--- config.mk ---
export PLATFORM = sky130hd
export DESIGN_NAME = alarm_fault_output_config
export DESIGN_NICKNAME = d
export VERILOG_FILES = /design/src/logic/alarm_cfg_pkg.sv /design/src/logic/alarm_fault_output_config.sv /design/src/logic/delay_timer.sv /design/src/logic/latch_cell.sv
export SDC_FILE = /design/constraint.sdc
export NUM_CORES = 1
export LEC_CHECK = 0
export BUFFER_PORTS_ARGS = -buffer_cell sky130_fd_sc_hd__buf_2
export CAP_MARGIN = 20
export CELL_PAD_IN_SITES_DETAIL_PLACEMENT = 1
export CELL_PAD_IN_SITES_GLOBAL_PLACEMENT = 1
export CORE_UTILIZATION = 40
export CTS_CLUSTER_DIAMETER = 40
export CTS_CLUSTER_SIZE = 12
export DETAILED_ROUTE_END_ITERATION = 16
export GPL_ROUTABILITY_DRIVEN = 0
export GPL_TIMING_DRIVEN = 0
export PLACE_DENSITY = 0.79
export SLEW_MARGIN = 15
export SYNTH_ARGS = -nofsm -noshare
export SYNTH_HDL_FRONTEND = slang
export SYNTH_SLANG_ARGS = --single-unit
--- constraint.sdc ---
create_clock -name sys_clk -period 3.1 [get_ports sys_clk]
set_clock_uncertainty 0.05 [all_clocks]
set_input_delay 0.465 -clock sys_clk [delete_from_list [all_inputs] [get_ports sys_clk]]
set_output_delay 0.465 -clock sys_clk [all_outputs]
set_load 0.005 [all_outputs]
--- src/logic/alarm_cfg_pkg.sv ---
`default_nettype none
package alarm_cfg_pkg;
  // ----------------------------------------
  // Timing
  // ----------------------------------------
  localparam int CLK_PERIOD_NS = 8;          // 125 MHz system clock
  localparam int TICK_NS = 1000000;          // Millisecond time base
  localparam int TICK_CYC = TICK_NS / CLK_PERIOD_NS;
  localparam int AF_DLY0_S = 300;            // Airflow delay, normal
  localparam int AF_DLY1_MIN = 10;
  localparam int AF_DLY2_MIN = 20;
  localparam int AF_DLY3_S = 10;             // Test position
  localparam int AF_DLY0_MS = AF_DLY0_S * 1000;
  localparam int AF_DLY1_MS = AF_DLY1_MIN * 60000;
  localparam int AF_DLY2_MS = AF_DLY2_MIN * 60000;
  localparam int AF_DLY3_MS = AF_DLY3_S * 1000;
  localparam int INV_DLY1_MS = 3000;         // Until indicators flash
  localparam int INV_DLY2_MS = 3000;         // Then until fault
  localparam int TMR_W = 22;                 // Holds 20 min in ms
  // ----------------------------------------
  // Airflow tolerance in percent
  // ----------------------------------------
  localparam logic [7:0] TOL_OFF_OFF = 8'h14; // 20
  localparam logic [7:0] TOL_OFF_ON = 8'h1e;  // 30
  localparam logic [7:0] TOL_ON_OFF = 8'h32;  // 50
  localparam logic [7:0] TOL_ON_ON = 8'h0a;   // 10
  // ----------------------------------------
  // Register map (byte addresses)
  // ----------------------------------------
  localparam logic [7:0] ADDR_CONFIG = 8'h00;
  localparam logic [7:0] ADDR_CMD = 8'h04;
  localparam logic [7:0] ADDR_STATE = 8'h08;
  localparam logic [7:0] ADDR_INT_STAT = 8'h0c;
  localparam logic [7:0] ADDR_INT_MASK = 8'h10;
  localparam logic [15:0] CONFIG_RST = 16'h0000;
  localparam logic [4:0] INT_MASK_RST = 5'h00;
  // Config fields
  localparam int CF_AIRFLOW = 0;             // [3:0] airflow switches
  localparam int CF_RELAY = 4;               // [7:4] output switches
  localparam int CF_CLASS = 8;               // [11:8] class switch
  localparam int CF_HOLES = 12;              // [15:12] holes switch
  localparam logic [3:0] CLASS_FIX_LO = 4'ha;
  localparam logic [3:0] CLASS_FIX_HI = 4'hf;
  localparam logic [3:0] HOLES_FIX_LO = 4'h1;
  localparam logic [3:0] HOLES_FIX_HI = 4'hc;
  // Interrupt event bits
  localparam int EV_ALARM = 0;
  localparam int EV_FAULT = 1;
  localparam int EV_PRE = 2;
  localparam int EV_AIRFLOW = 3;
  localparam int EV_INVALID = 4;

  // Detector criteria, all active high levels
  typedef struct packed {
    logic alarm;
    logic [2:0] preSig;
    logic sensDust;
    logic sensDirt;
    logic sensFault;
    logic pipeBlock;
    logic pipeBreak;
    logic fanFault;
    logic initFault;
    logic underVolt;
    logic clockFault;
  } crit_t;

  // Outward signalling
  typedef struct packed {
    logic ocAlarm;
    logic ocFault;
    logic [4:0] relay;
    logic indFlash;
  } outs_t;
endpackage
`default_nettype wire

--- src/logic/alarm_fault_output_config.sv ---
`timescale 1ns/1ps
`default_nettype none
module alarm_fault_output_config #(
  parameter int TICK_CYCLES = alarm_cfg_pkg::TICK_CYC,
  parameter int AF_DLY0 = alarm_cfg_pkg::AF_DLY0_MS,
  parameter int AF_DLY1 = alarm_cfg_pkg::AF_DLY1_MS,
  parameter int AF_DLY2 = alarm_cfg_pkg::AF_DLY2_MS,
  parameter int AF_DLY3 = alarm_cfg_pkg::AF_DLY3_MS,
  parameter int INV_DLY1 = alarm_cfg_pkg::INV_DLY1_MS,
  parameter int INV_DLY2 = alarm_cfg_pkg::INV_DLY2_MS
) (
  // Clock and reset
  input wire logic sys_clk,
  input wire logic rst_n,
  // APB slave
  input wire logic psel,
  input wire logic penable,
  input wire logic pwrite,
  input wire logic [7:0] paddr,
  input wire logic [31:0] pwdata,
  output logic [31:0] prdata,
  output logic pready,
  output logic pslverr,
  // Detector side
  input wire alarm_cfg_pkg::crit_t crit,
  input wire logic [7:0] flowDevPct,
  input wire logic comboBad,
  input wire logic extReset,
  // Outward
  output alarm_cfg_pkg::outs_t outs,
  output logic irq
);
  // ----------------------------------------
  // Local helpers
  // ----------------------------------------
  localparam int TW = alarm_cfg_pkg::TMR_W;

  // Tolerance from switches 1 and 2
  function automatic logic [7:0] tolPct(input logic sw1, input logic sw2);
    case ({sw1, sw2})
      2'b00: tolPct = alarm_cfg_pkg::TOL_OFF_OFF;
      2'b01: tolPct = alarm_cfg_pkg::TOL_OFF_ON;
      2'b10: tolPct = alarm_cfg_pkg::TOL_ON_OFF;
      default: tolPct = alarm_cfg_pkg::TOL_ON_ON;
    endcase
  endfunction

  // Delay in ms from switches 3 and 4
  function automatic logic [TW-1:0] dlyMs(input logic sw3, input logic sw4);
    case ({sw3, sw4})
      2'b00: dlyMs = TW'(AF_DLY0);
      2'b01: dlyMs = TW'(AF_DLY1);
      2'b10: dlyMs = TW'(AF_DLY2);
      default: dlyMs = TW'(AF_DLY3);
    endcase
  endfunction

  // Address hit, used by both the read and write decoders
  function automatic logic hit(input logic [7:0] a, input logic [7:0] b);
    hit = (a == b);
  endfunction

  // ----------------------------------------
  // Registers
  // ----------------------------------------
  logic [15:0] config_r, config_nxt;       // Switch settings
  logic [4:0] intStat_r, intStat_nxt;      // Sticky events
  logic [4:0] intMask_r, intMask_nxt;      // Event enables
  logic [31:0] prdata_r, prdata_nxt;       // Read data
  logic [4:0] evPrev_r, evPrev_nxt;        // For edge detection
  logic [$clog2(TICK_CYCLES)-1:0] div_r, div_nxt;
  logic [15:0] stateWord;
  logic wrAcc, rdSetup, mapped, clrCmd, clrAll, tick;
  logic [4:0] evNow, evRise;

  // ----------------------------------------
  // APB decode
  // ----------------------------------------
  // Zero wait states: read data is captured in the setup cycle, write data in the access cycle
  assign pready = 1'b1;
  assign wrAcc = psel && penable && pwrite && mapped;
  assign rdSetup = psel && !penable && !pwrite;
  assign prdata = prdata_r;

  // Unmapped addresses answer with an error
  always_comb begin
    if (hit(paddr, alarm_cfg_pkg::ADDR_CONFIG)) begin
      mapped = 1'b1;
    end else if (hit(paddr, alarm_cfg_pkg::ADDR_CMD)) begin
      mapped = 1'b1;
    end else if (hit(paddr, alarm_cfg_pkg::ADDR_STATE)) begin
      mapped = 1'b1;
    end else if (hit(paddr, alarm_cfg_pkg::ADDR_INT_STAT)) begin
      mapped = 1'b1;
    end else if (hit(paddr, alarm_cfg_pkg::ADDR_INT_MASK)) begin
      mapped = 1'b1;
    end else begin
      mapped = 1'b0;
    end
  end
  assign pslverr = psel && penable && !mapped;

  // Clear command: bit 0 of the command word or the external input
  assign clrCmd = wrAcc && hit(paddr, alarm_cfg_pkg::ADDR_CMD) && pwdata[0];
  assign clrAll = clrCmd || extReset;

  // ----------------------------------------
  // Millisecond divider
  // ----------------------------------------
  always_comb begin
    div_nxt = div_r + 1'b1;
    if (tick) begin
      div_nxt = '0;
    end
  end
  assign tick = (div_r == ($clog2(TICK_CYCLES))'(TICK_CYCLES - 1));

  // ----------------------------------------
  // Airflow supervision
  // ----------------------------------------
  logic [3:0] afSw;
  logic flowOut, afFault;
  assign afSw = config_r[alarm_cfg_pkg::CF_AIRFLOW +: 4];
  // Window width from switches 1 and 2
  assign flowOut = flowDevPct > tolPct(afSw[0], afSw[1]);

  // Fault once the deviation has lasted the selected delay, less up to one tick
  delay_timer u_afTimer (
    .sys_clk(sys_clk),
    .rst_n(rst_n),
    .tick(tick),
    .run(flowOut),
    .limit(dlyMs(afSw[2], afSw[3])),
    .expired(afFault)
  );

  // ----------------------------------------
  // Rotary switch check
  // ----------------------------------------
  logic [3:0] classSw, holesSw;
  logic fixedSet, invFlash, invFault;
  assign classSw = config_r[alarm_cfg_pkg::CF_CLASS +: 4];
  assign holesSw = config_r[alarm_cfg_pkg::CF_HOLES +: 4];
  // Fixed parameter set for A..F with 1..C, else calculated
  assign fixedSet = (classSw >= alarm_cfg_pkg::CLASS_FIX_LO)
    && (classSw <= alarm_cfg_pkg::CLASS_FIX_HI)
    && (holesSw >= alarm_cfg_pkg::HOLES_FIX_LO)
    && (holesSw <= alarm_cfg_pkg::HOLES_FIX_HI);

  // First stage: flashing after one delay
  delay_timer u_invFlash (
    .sys_clk(sys_clk),
    .rst_n(rst_n),
    .tick(tick),
    .run(comboBad),
    .limit(TW'(INV_DLY1)),
    .expired(invFlash)
  );

  // Second stage starts only once flashing has begun
  delay_timer u_invFault (
    .sys_clk(sys_clk),
    .rst_n(rst_n),
    .tick(tick),
    .run(invFlash),
    .limit(TW'(INV_DLY2)),
    .expired(invFault)
  );

  // ----------------------------------------
  // Fault aggregation and latching
  // ----------------------------------------
  logic [3:0] relSw;
  logic sensAny, pipeAny, faultCond, alarmSt, faultSt;
  logic [2:0] preSt;
  assign relSw = config_r[alarm_cfg_pkg::CF_RELAY +: 4];
  assign sensAny = crit.sensDust | crit.sensDirt | crit.sensFault;
  assign pipeAny = crit.pipeBlock | crit.pipeBreak | afFault;
  // Every fault event, including setting errors
  assign faultCond = sensAny | pipeAny | crit.fanFault | crit.initFault
    | crit.underVolt | crit.clockFault | invFault;

  latch_cell #(.W(1)) u_alarmSt (
    .sys_clk(sys_clk),
    .rst_n(rst_n),
    .latchEn(relSw[0]),
    .clr(clrAll),
    .cond(crit.alarm),
    .state(alarmSt)
  );
  latch_cell #(.W(1)) u_faultSt (
    .sys_clk(sys_clk),
    .rst_n(rst_n),
    .latchEn(relSw[1]),
    .clr(clrAll),
    .cond(faultCond),
    .state(faultSt)
  );
  latch_cell #(.W(3)) u_preSt (
    .sys_clk(sys_clk),
    .rst_n(rst_n),
    .latchEn(relSw[2]),
    .clr(clrAll),
    .cond(crit.preSig),
    .state(preSt)
  );

  // ----------------------------------------
  // Output mapping
  // ----------------------------------------
  logic [4:0] relayMap;
  always_comb begin
    if (relSw[3]) begin
      // Alternative assignment for panels without pre-signals
      relayMap = {faultSt, {2{alarmSt | faultSt}}, {2{alarmSt}}};
    end else begin
      // Relay 5 includes the fan with the pipe faults
      relayMap = {pipeAny | crit.fanFault, sensAny, preSt};
    end
  end

  // Registered outward signals
  alarm_cfg_pkg::outs_t outs_r, outs_nxt;
  always_comb begin
    outs_nxt.ocAlarm = alarmSt;
    outs_nxt.ocFault = faultSt;
    outs_nxt.relay = relayMap;
    outs_nxt.indFlash = invFlash;
  end
  assign outs = outs_r;

  // ----------------------------------------
  // Register next values
  // ----------------------------------------
  assign evNow = {invFlash, afFault, |preSt, faultSt, alarmSt};
  assign evRise = evNow & ~evPrev_r;
  assign stateWord = {3'h0, fixedSet, invFault, invFlash, afFault,
    preSt, faultSt, alarmSt, relSw};
  assign irq = |(intStat_r & intMask_r);

  always_comb begin
    config_nxt = config_r;
    intMask_nxt = intMask_r;
    intStat_nxt = intStat_r;
    evPrev_nxt = evNow;
    prdata_nxt = prdata_r;
    if (wrAcc && hit(paddr, alarm_cfg_pkg::ADDR_CONFIG)) begin
      config_nxt = pwdata[15:0];
    end
    if (wrAcc && hit(paddr, alarm_cfg_pkg::ADDR_INT_MASK)) begin
      intMask_nxt = pwdata[4:0];
    end
    if (wrAcc && hit(paddr, alarm_cfg_pkg::ADDR_INT_STAT)) begin
      intStat_nxt = intStat_r & ~pwdata[4:0];
    end
    // A new event wins over a simultaneous clear
    intStat_nxt = intStat_nxt | evRise;
    if (rdSetup) begin
      if (hit(paddr, alarm_cfg_pkg::ADDR_CONFIG)) begin
        prdata_nxt = {16'h0000, config_r};
      end else if (hit(paddr, alarm_cfg_pkg::ADDR_STATE)) begin
        prdata_nxt = {11'h000, outs_r.relay, stateWord};
      end else if (hit(paddr, alarm_cfg_pkg::ADDR_INT_STAT)) begin
        prdata_nxt = {27'h0000000, intStat_r};
      end else if (hit(paddr, alarm_cfg_pkg::ADDR_INT_MASK)) begin
        prdata_nxt = {27'h0000000, intMask_r};
      end else begin
        prdata_nxt = 32'h00000000;
      end
    end
  end

  // Only registering here
  always_ff @(posedge sys_clk or negedge rst_n) begin
    if (!rst_n) begin
      config_r <= alarm_cfg_pkg::CONFIG_RST;
      intMask_r <= alarm_cfg_pkg::INT_MASK_RST;
      intStat_r <= '0;
      evPrev_r <= '0;
      prdata_r <= '0;
      div_r <= '0;
      outs_r <= '0;
    end else begin
      config_r <= config_nxt;
      intMask_r <= intMask_nxt;
      intStat_r <= intStat_nxt;
      evPrev_r <= evPrev_nxt;
      prdata_r <= prdata_nxt;
      div_r <= div_nxt;
      outs_r <= outs_nxt;
    end
  end
endmodule
`default_nettype wire

--- src/logic/delay_timer.sv ---
`timescale 1ns/1ps
`default_nettype none
// Counts millisecond ticks while run holds; restarts when run drops
module delay_timer (
  // Clock and reset
  input wire logic sys_clk,
  input wire logic rst_n,
  // Control
  input wire logic tick,
  input wire logic run,
  input wire logic [alarm_cfg_pkg::TMR_W-1:0] limit,
  // Result
  output logic expired
);
  logic [alarm_cfg_pkg::TMR_W-1:0] count_r;  // Elapsed ms
  logic [alarm_cfg_pkg::TMR_W-1:0] count_nxt;

  // Saturates at the limit so a long condition never wraps
  always_comb begin
    count_nxt = count_r;
    if (!run) begin
      count_nxt = '0;
    end else if (tick && !expired) begin
      count_nxt = count_r + 1'b1;
    end
  end

  always_ff @(posedge sys_clk or negedge rst_n) begin
    if (!rst_n) begin
      count_r <= '0;
    end else begin
      count_r <= count_nxt;
    end
  end

  // Expires once limit ticks are counted; the first tick may come at once, so up to one tick early
  assign expired = run && (count_r >= limit);
endmodule
`default_nettype wire

--- src/logic/latch_cell.sv ---
`timescale 1ns/1ps
`default_nettype none
// State that either follows its cause or holds until cleared
module latch_cell #(
  parameter int W = 1
) (
  // Clock and reset
  input wire logic sys_clk,
  input wire logic rst_n,
  // Control
  input wire logic latchEn,
  input wire logic clr,
  input wire logic [W-1:0] cond,
  // State
  output logic [W-1:0] state
);
  logic [W-1:0] state_r;
  logic [W-1:0] state_nxt;

  // A cause present during a clear keeps the state set
  always_comb begin
    if (latchEn) begin
      state_nxt = cond | (state_r & {W{~clr}});
    end else begin
      state_nxt = cond;
    end
  end

  always_ff @(posedge sys_clk or negedge rst_n) begin
    if (!rst_n) begin
      state_r <= '0;
    end else begin
      state_r <= state_nxt;
    end
  end

  assign state = state_r;
endmodule
`default_nettype wire

==> impl_metrics.yaml, run 1 <==
status:
  status: "finished, final reports clean"
yosys:
  synth.most_common_cell: "dfrtp_1"
  yosys_warnings: 0
  yosys-top-cells-area: "dfrtp_1 (51%), ha_1 (4.7%), and2_1 (3.4%)"
  syn-cell-area_um2: 7120
  ys_seq_area_share_pct: 51.0
  ys_async_sr_fraction_pct: 100
  synthTopCellsByCount: "dfrtp_1 (145), nand2_1 (63), nor2_1 (54), and2_1 (39), nand3_1 (37)"
  avgSynthCellArea_um2: 10.3
  synthCells: 693
  ys_ff_latch: 145
  synth_cell_type_count: 55
  yosysTopAreaCell: "dfrtp_1"
  ys.flop_type: "dfrtp_1"
  synth_edf_count: 0
  yosysTopAreaCellShare_pct: 51.0
layout:
  nets: 906
  final.fill_count: 1991
  final_util_pct: 49.1
  final_cell_count_no_fill: 1049
  insertedDiodeCount: 0
  area_delta_synth_final_pct: 19.9
  stdcell_area_um2: 8530
  layout-drive-gt1-share_pct: 21.2
timing:
  rsz0062_at_grt: "false"
  maxSlewHeadroom_pct: 27.4
  fmax_ghz: 0.350
  maxSlewViolCount: 0
  worst_slew_pin_slew_ns: 1.07
  finalHoldViolCount: 0
  finalSetupViolations: 0
  tns_ns: 0
  fin_crit_ns: 2.86
  setup_ws_ns: 0.243
  post-route-period-util_pct: 92.2
clock_network:
  root_buffer: "clkbuf_16"
  cts_buffer_depth: 2
  cts_tree: "done"
  clkSlewWorstSetupHoldPaths_ns: 0.06
  clkSinkCount: 145
  cts_buffers: 17
  insertion_delay_ns: 0.43
  cts.htree.levels: 4
critical_path:
  cp-start-kind: "flop"
  r2r_start: "config_r[3]$_DFFE_PN0P_"
  crit_path_start: "config_r[3]$_DFFE_PN0P_"
  endpoint_kind: "flop"
  critPathKind: "reg -> reg"
  critPathSlowestCell: "dfrtp_1"
  crit_family: "compound AO/OA/AOI/OAI gates"
  critPathArrivalTime_ns: 3.15
  crit_buf_inv: 2
  crit_path_max_incr_delay_ns: 0.42
  crit_path_max_fanout: 10
  critical_path.cell_chain: "inv_1, nand2_1, ha_1, nand4b_1, o21ai_0, a221oi_4, o211ai_1, clkbuf_4, or4_1, a21oi_1"
  critPathRequiredTime_ns: 3.39
floorplan:
  start_util_pct: 41.0
  die_h_um: 135
  core_um2: 17400
  row_count: 48
  die_area_um2: 18300
  die_width_um: 135
  ios: 111
grt:
  gr-total-overflow: 0
  grt_use_total_pct: 21.6
  antenna_found_initial: 0
  grt_start_max_net_pins: 106
  grt_pass1_vias: 5962
  grt_pass1_wl_mm: 30.6
drt:
  vias: 5656
  dr.pass1.iters: 5
  drc: 0
  m1WireLength_mm: 8.22
  wl_per_cell_um: 17.7
  initialDrtViolationCount: 315
  finalWirelength_mm: 18.6
  top_layer: "met4"
  viasPerCell: 5.39
  postRouteAntennaNets: 0
  wl_met2_mm: 9.23
  met3_length_um: 830
place:
  io_buffers: 82
  dpl_cell_area_um2: 7880
  hpwl_mm: 12.6
  place_inst: 1011
  place_ws_ns: -0.473
hold_path:
  hp-start: "crit[9]"
  hold_class: "in -> reg"
power_and_ir_drop:
  power_density_nw_per_um2: 474
  ir_worst_vdd_v: 0.000343
  total_leakage_power_nw: 4.03
job:
  maxCapViolCount: 0
==> cell type report <==
type                    instances  area, um2  share of cell area [%]
flip-flops and latches        145       3630                    42.5
well taps                     225        282                    3.30
multi-input cells             489       3250                    38.1
clock inverters                12       86.3                    1.01
clock buffers                  20        457                    5.36
inverters                      28        105                    1.23
repair buffers                 89        495                    5.81
plain buffers                  41        229                    2.68
==> power breakdown <==
| part | internal (mW) | switching, mW |
|---|---|---|
| Sequential | 1.93 | 0.0269 |
| Clock | 1.06 | 0.810 |
| Combinational | 0.0914 | 0.128 |
| Total | 3.08 | 0.965 |
==> stage by stage <==
step	hold slack (ns)	total power, mW
after floorplan	0.119	2.06
after global placement	0.347	2.19
after detailed placement	0.333	2.21
after CTS	0.166	4.09
after global routing	0.172	4.20
final	0.179	4.05
==> worst register-to-register path: stages, from the launching register on <==
cell	delay [ns]
dfrtp_1	0.42
inv_1	0.11
nand2_1	0.16
ha_1	0.38
nand4b_1	0.14
o21ai_0	0.15
a221oi_4	0.35
o211ai_1	0.20
clkbuf_4	0.24
or4_1	0.42
a21oi_1	0.16
==> state kept, by name (all words and copies together) (netlist names), 16 cells and up <==
name and cells:
u_afTimer.count_r 22, u_invFault.count_r 22, u_invFlash.count_r 22, prdata 21
div_r 17, config_r 16
==> layer usage <==
metal / global-route usage [%] / vias to the layer above
li1: - / 2649
met1: 27.5 / 2853
met2: 36.7 / 131
met3: 4.60 / 23
met4: 6.87 / 0
met5: 0 / -
==> cells by family after synthesis <==
family,after synthesis,share of synthesized area (%)
xor gates and xnor gates,40,4.92
buffers and inverters,69,4.62
other,2,0.106
adders and majority gates,27,4.75
AOI/OAI and AO/OA,102,9.74
DFF,145,51.0
and+or+nand+nor,285,21.3
muxes,23,3.57
==> cells in the final DEF (no fill, tap or decap), types with 14 or more instances in the layout <==
cell       netlist  final
nand3_1         37     36
dfrtp_1        145    145
a21oi_1         22     22
buf_2            2     83
ha_1            27     27
o21ai_0         18     18
mux2_2          19     19
xor2_1          22     22
buf_4           16     21
nand2_1         63     63
and3_1          14     14
clkbuf_16        0     17
inv_1           28     28
clkbuf_1        20     19
xnor2_1         18     18
and2_1          39     39
nor2_1          54     54
==> path summary, 6_finish.rpt <==
kind	end	slack (ns)	cells after the start
min reg2reg	intStat_r[3]$_DFF_PN0_	0.37	1
max reg2reg	u_afTimer.count_r[5]$_DFFE_PN0P_	0.24	10
min in group asynchronous	u_afTimer.count_r[3]$_DFFE_PN0P_	0.48	2
max	u_afTimer.count_r[5]$_DFFE_PN0P_	0.24	10
max in group asynchronous	prdata[5]$_DFFE_PN0P_	1.72	3
min	u_preSt.state[0]$_DFF_PN0_	0.18	2
==> what timing repair did <==
action	4_1_cts	5_1_grt
endpoints found under the setup margin	19	16
buffers inserted	2	3
gates resized for setup	5	8
gates cloned	0	0
endpoints found under the hold margin	40	0
hold buffers	1	0
pin swaps	1	2
No activity file was read; power rests on OpenSTA's default activity.
==> run 2, diff against run 1 <==
--- a/config.mk
+++ b/config.mk
@@ -17,3 +17,3 @@
 export GPL_TIMING_DRIVEN = 0
-export PLACE_DENSITY = 0.79
+export PLACE_DENSITY = 0.83
 export SLEW_MARGIN = 15
==> constraint.sdc (replaced) <==
create_clock -name sys_clk -period 3.1 [get_ports sys_clk]
set_clock_uncertainty 0.05 [all_clocks]
set_input_delay 0 -clock sys_clk [delete_from_list [all_inputs] [get_ports sys_clk]]
set_output_delay 0 -clock sys_clk [all_outputs]
set_load 0.005 [all_outputs]
==> run 2 against run 1 <==
Net effect: sequential power barely moved; sequential share of layout area fell by 1.6 points; via count rose by 2.7%; worst setup slack got worse by 0.089 ns; hold slack got worse by 0.12 ns; flip-flop and latch count did not move; critical path depth fell by 1; utilization rose by 2.0 points; highest routed layer unchanged.
==> impl_metrics.yaml, run 2 (synthesis results as in run 1) <==
grt:
  grt_pass1_wl_mm: 30.4
  grt_start_max_net_pins: 102
  grt_util_met3_pct: 4.98
  grt_use_total_pct: 21.5
  grt_util_met2_pct: 37.5
  grtUsageMet1_pct: 25.7
  gr-total-overflow: 0
  grt_busiest_layer: "met2"
  antenna_found_initial: 0
  grt_pass1_vias: 6020
layout:
  insertedDiodeCount: 0
  area_delta_synth_final_pct: 24.6
  final_common_cell: "dfrtp_1"
  final.fill_count: 1956
  stdcell_area_um2: 8870
  reg.largest.list: "u_afTimer.count_r x22, u_invFault.count_r x22, u_invFlash.count_r x22"
  final_cell_count_no_fill: 1081
  layout-drive-gt1-share_pct: 20.4
  final_cell_mix: "dfrtp_1 (145), buf_2 (84), nand2_1 (63)"
  nets: 938
timing:
  fmax_ghz: 0.339
  setup_ws_ns: 0.154
  finalSetupViolations: 0
  fin_crit_ns: 2.95
  worst_slew_pin_slew_ns: 1.01
  hold_slack_ns: 0.0614
  maxSlewViolCount: 0
  finalHoldViolCount: 0
  maxSlewHeadroom_pct: 32.0
  post-route-period-util_pct: 95.0
critical_path:
  r2r_start: "config_r[2]$_DFFE_PN0P_"
  critical_path.cell_chain: "or2_2, ha_1, nand4b_1, o221ai_1, a211oi_4, o211ai_1, buf_2, or4_1, a21oi_1"
  critPathKind: "reg -> reg"
  rrSetupSlack_ns: 0.15
  critPathRequiredTime_ns: 3.39
  crit_path_max_incr_delay_ns: 0.46
  r2r_cells: 9
  critPathArrivalTime_ns: 3.24
  endpoint_kind: "flop"
  r2r-end: "u_afTimer.count_r[8]$_DFFE_PN0P_"
  cp-start-kind: "flop"
  critPathSlowestCell: "dfrtp_1"
  crit_path_max_fanout: 10
floorplan:
  die_area_um2: 18300
  ios: 111
  start_util_pct: 41.0
  die_width_um: 135
  die_h_um: 135
  row_count: 48
  core_um2: 17400
clock_network:
  cts_buffers: 17
  clkSinkCount: 145
  clkSlewWorstSetupHoldPaths_ns: 0.06
  cts_buffer_depth: 2
  root_buffer: "clkbuf_16"
  cts.htree.levels: 4
  cts_tree: "done"
  insertion_delay_ns: 0.44
place:
  dpl_cell_area_um2: 7880
  hpwl_mm: 12.5
  io_buffers: 82
  place_ws_ns: -0.467
  place_inst: 1011
power_and_ir_drop:
  total_leakage_power_nw: 4.18
  ir_worst_vdd_v: 0.000406
  power_density_nw_per_um2: 473
drt:
  initialDrtViolationCount: 311
  vias: 5808
  finalWirelength_mm: 18.5
  postRouteAntennaNets: 0
  viasPerCell: 5.37
  drc: 0
  dr.pass1.iters: 4
  wl_per_cell_um: 17.1
status:
  status: "finished, final reports clean"
hold_path:
  hold_depth: 3
  min_to: "prdata[11]$_DFFE_PN0P_"
  hp-start: "psel"
  hold_class: "in -> reg"
job:
  maxCapViolCount: 0
run 2: cell types whose count changed in the layout (fill, tap and decap cells not counted), sizes merged:
cell         delta
bufinv          +1
buf             +1
clkinv          -3
inv             +5
dlygate4sd3    +32
clkbuf          -4
run 2: cell type report:
class | count | area (um2) | share of cell area (%)
flip-flops and latches | 145 | 3630 | 40.9
multi-input cells | 489 | 3240 | 36.5
repair buffers | 121 | 816 | 9.20
clock buffers | 17 | 425 | 4.80
well taps | 225 | 282 | 3.17
plain buffers | 41 | 226 | 2.55
clock inverters | 15 | 148 | 1.67
inverters | 28 | 105 | 1.19
run 2: routing by layer:
layer / vias up / routed length, um
met5: - / 0
met4: 0 / 298
met3: 30 / 808
met2: 152 / 9550
met1: 2910 / 7880
li1: 2716 / -
run 2: stage by stage:
stage	total power, mW	TNS [ns]	utilization [%]
final	4.19	0	51.1
after global routing	4.34	-0.00506	51.1
after CTS	4.23	0	50.8
after detailed placement	2.20	-5.17	45.4
after global placement	2.19	-25.31	45.2
after floorplan	2.06	0	-
run 2: worst max path at each step:
stage	end	cells after the start	from	slack [ns]
2_1_floorplan	u_afTimer.count_r[9]$_DFFE_PN0P_	8	config_r[3]$_DFFE_PN0P_	0.20
3_3_place_gp	u_afTimer.count_r[21]$_DFFE_PN0P_	8	config_r[2]$_DFFE_PN0P_	-0.44
3_5_place_dp	u_afTimer.count_r[21]$_DFFE_PN0P_	9	config_r[2]$_DFFE_PN0P_	-0.47
4_1_cts	u_afTimer.count_r[21]$_DFFE_PN0P_	9	config_r[2]$_DFFE_PN0P_	0.03
5_1_grt	u_afTimer.count_r[8]$_DFFE_PN0P_	10	config_r[3]$_DFFE_PN0P_	-0.005
6_report	u_afTimer.count_r[8]$_DFFE_PN0P_	9	config_r[2]$_DFFE_PN0P_	0.15
run 2: report_power, final:
part,internal (mW),leakage (nW),switching (mW)
logic,0.117,2.01,0.134
registers,1.93,1.91,0.0270
clock network,1.12,0.261,0.866
total,3.16,4.18,1.03
run 2: what timing repair did:
| action | CTS | global route |
|---|---|---|
| hold buffers | 33 | 0 |
| resized for setup | 6 | 3 |
| buffers inserted | 0 | 5 |
| gates cloned | 0 | 0 |
| pin swaps | 0 | 1 |
| hold endpoints to repair | 181 | 0 |
| setup endpoints to repair | 21 | 14 |
run 2: worst max-delay path: cells and delay by family (launching register included):
kind | cells | cell delay (ns)
compound gates | 4 | 0.93
fa+ha+maj | 1 | 0.31
buf+inv | 1 | 0.24
simple gates | 3 | 0.89
flops | 1 | 0.46
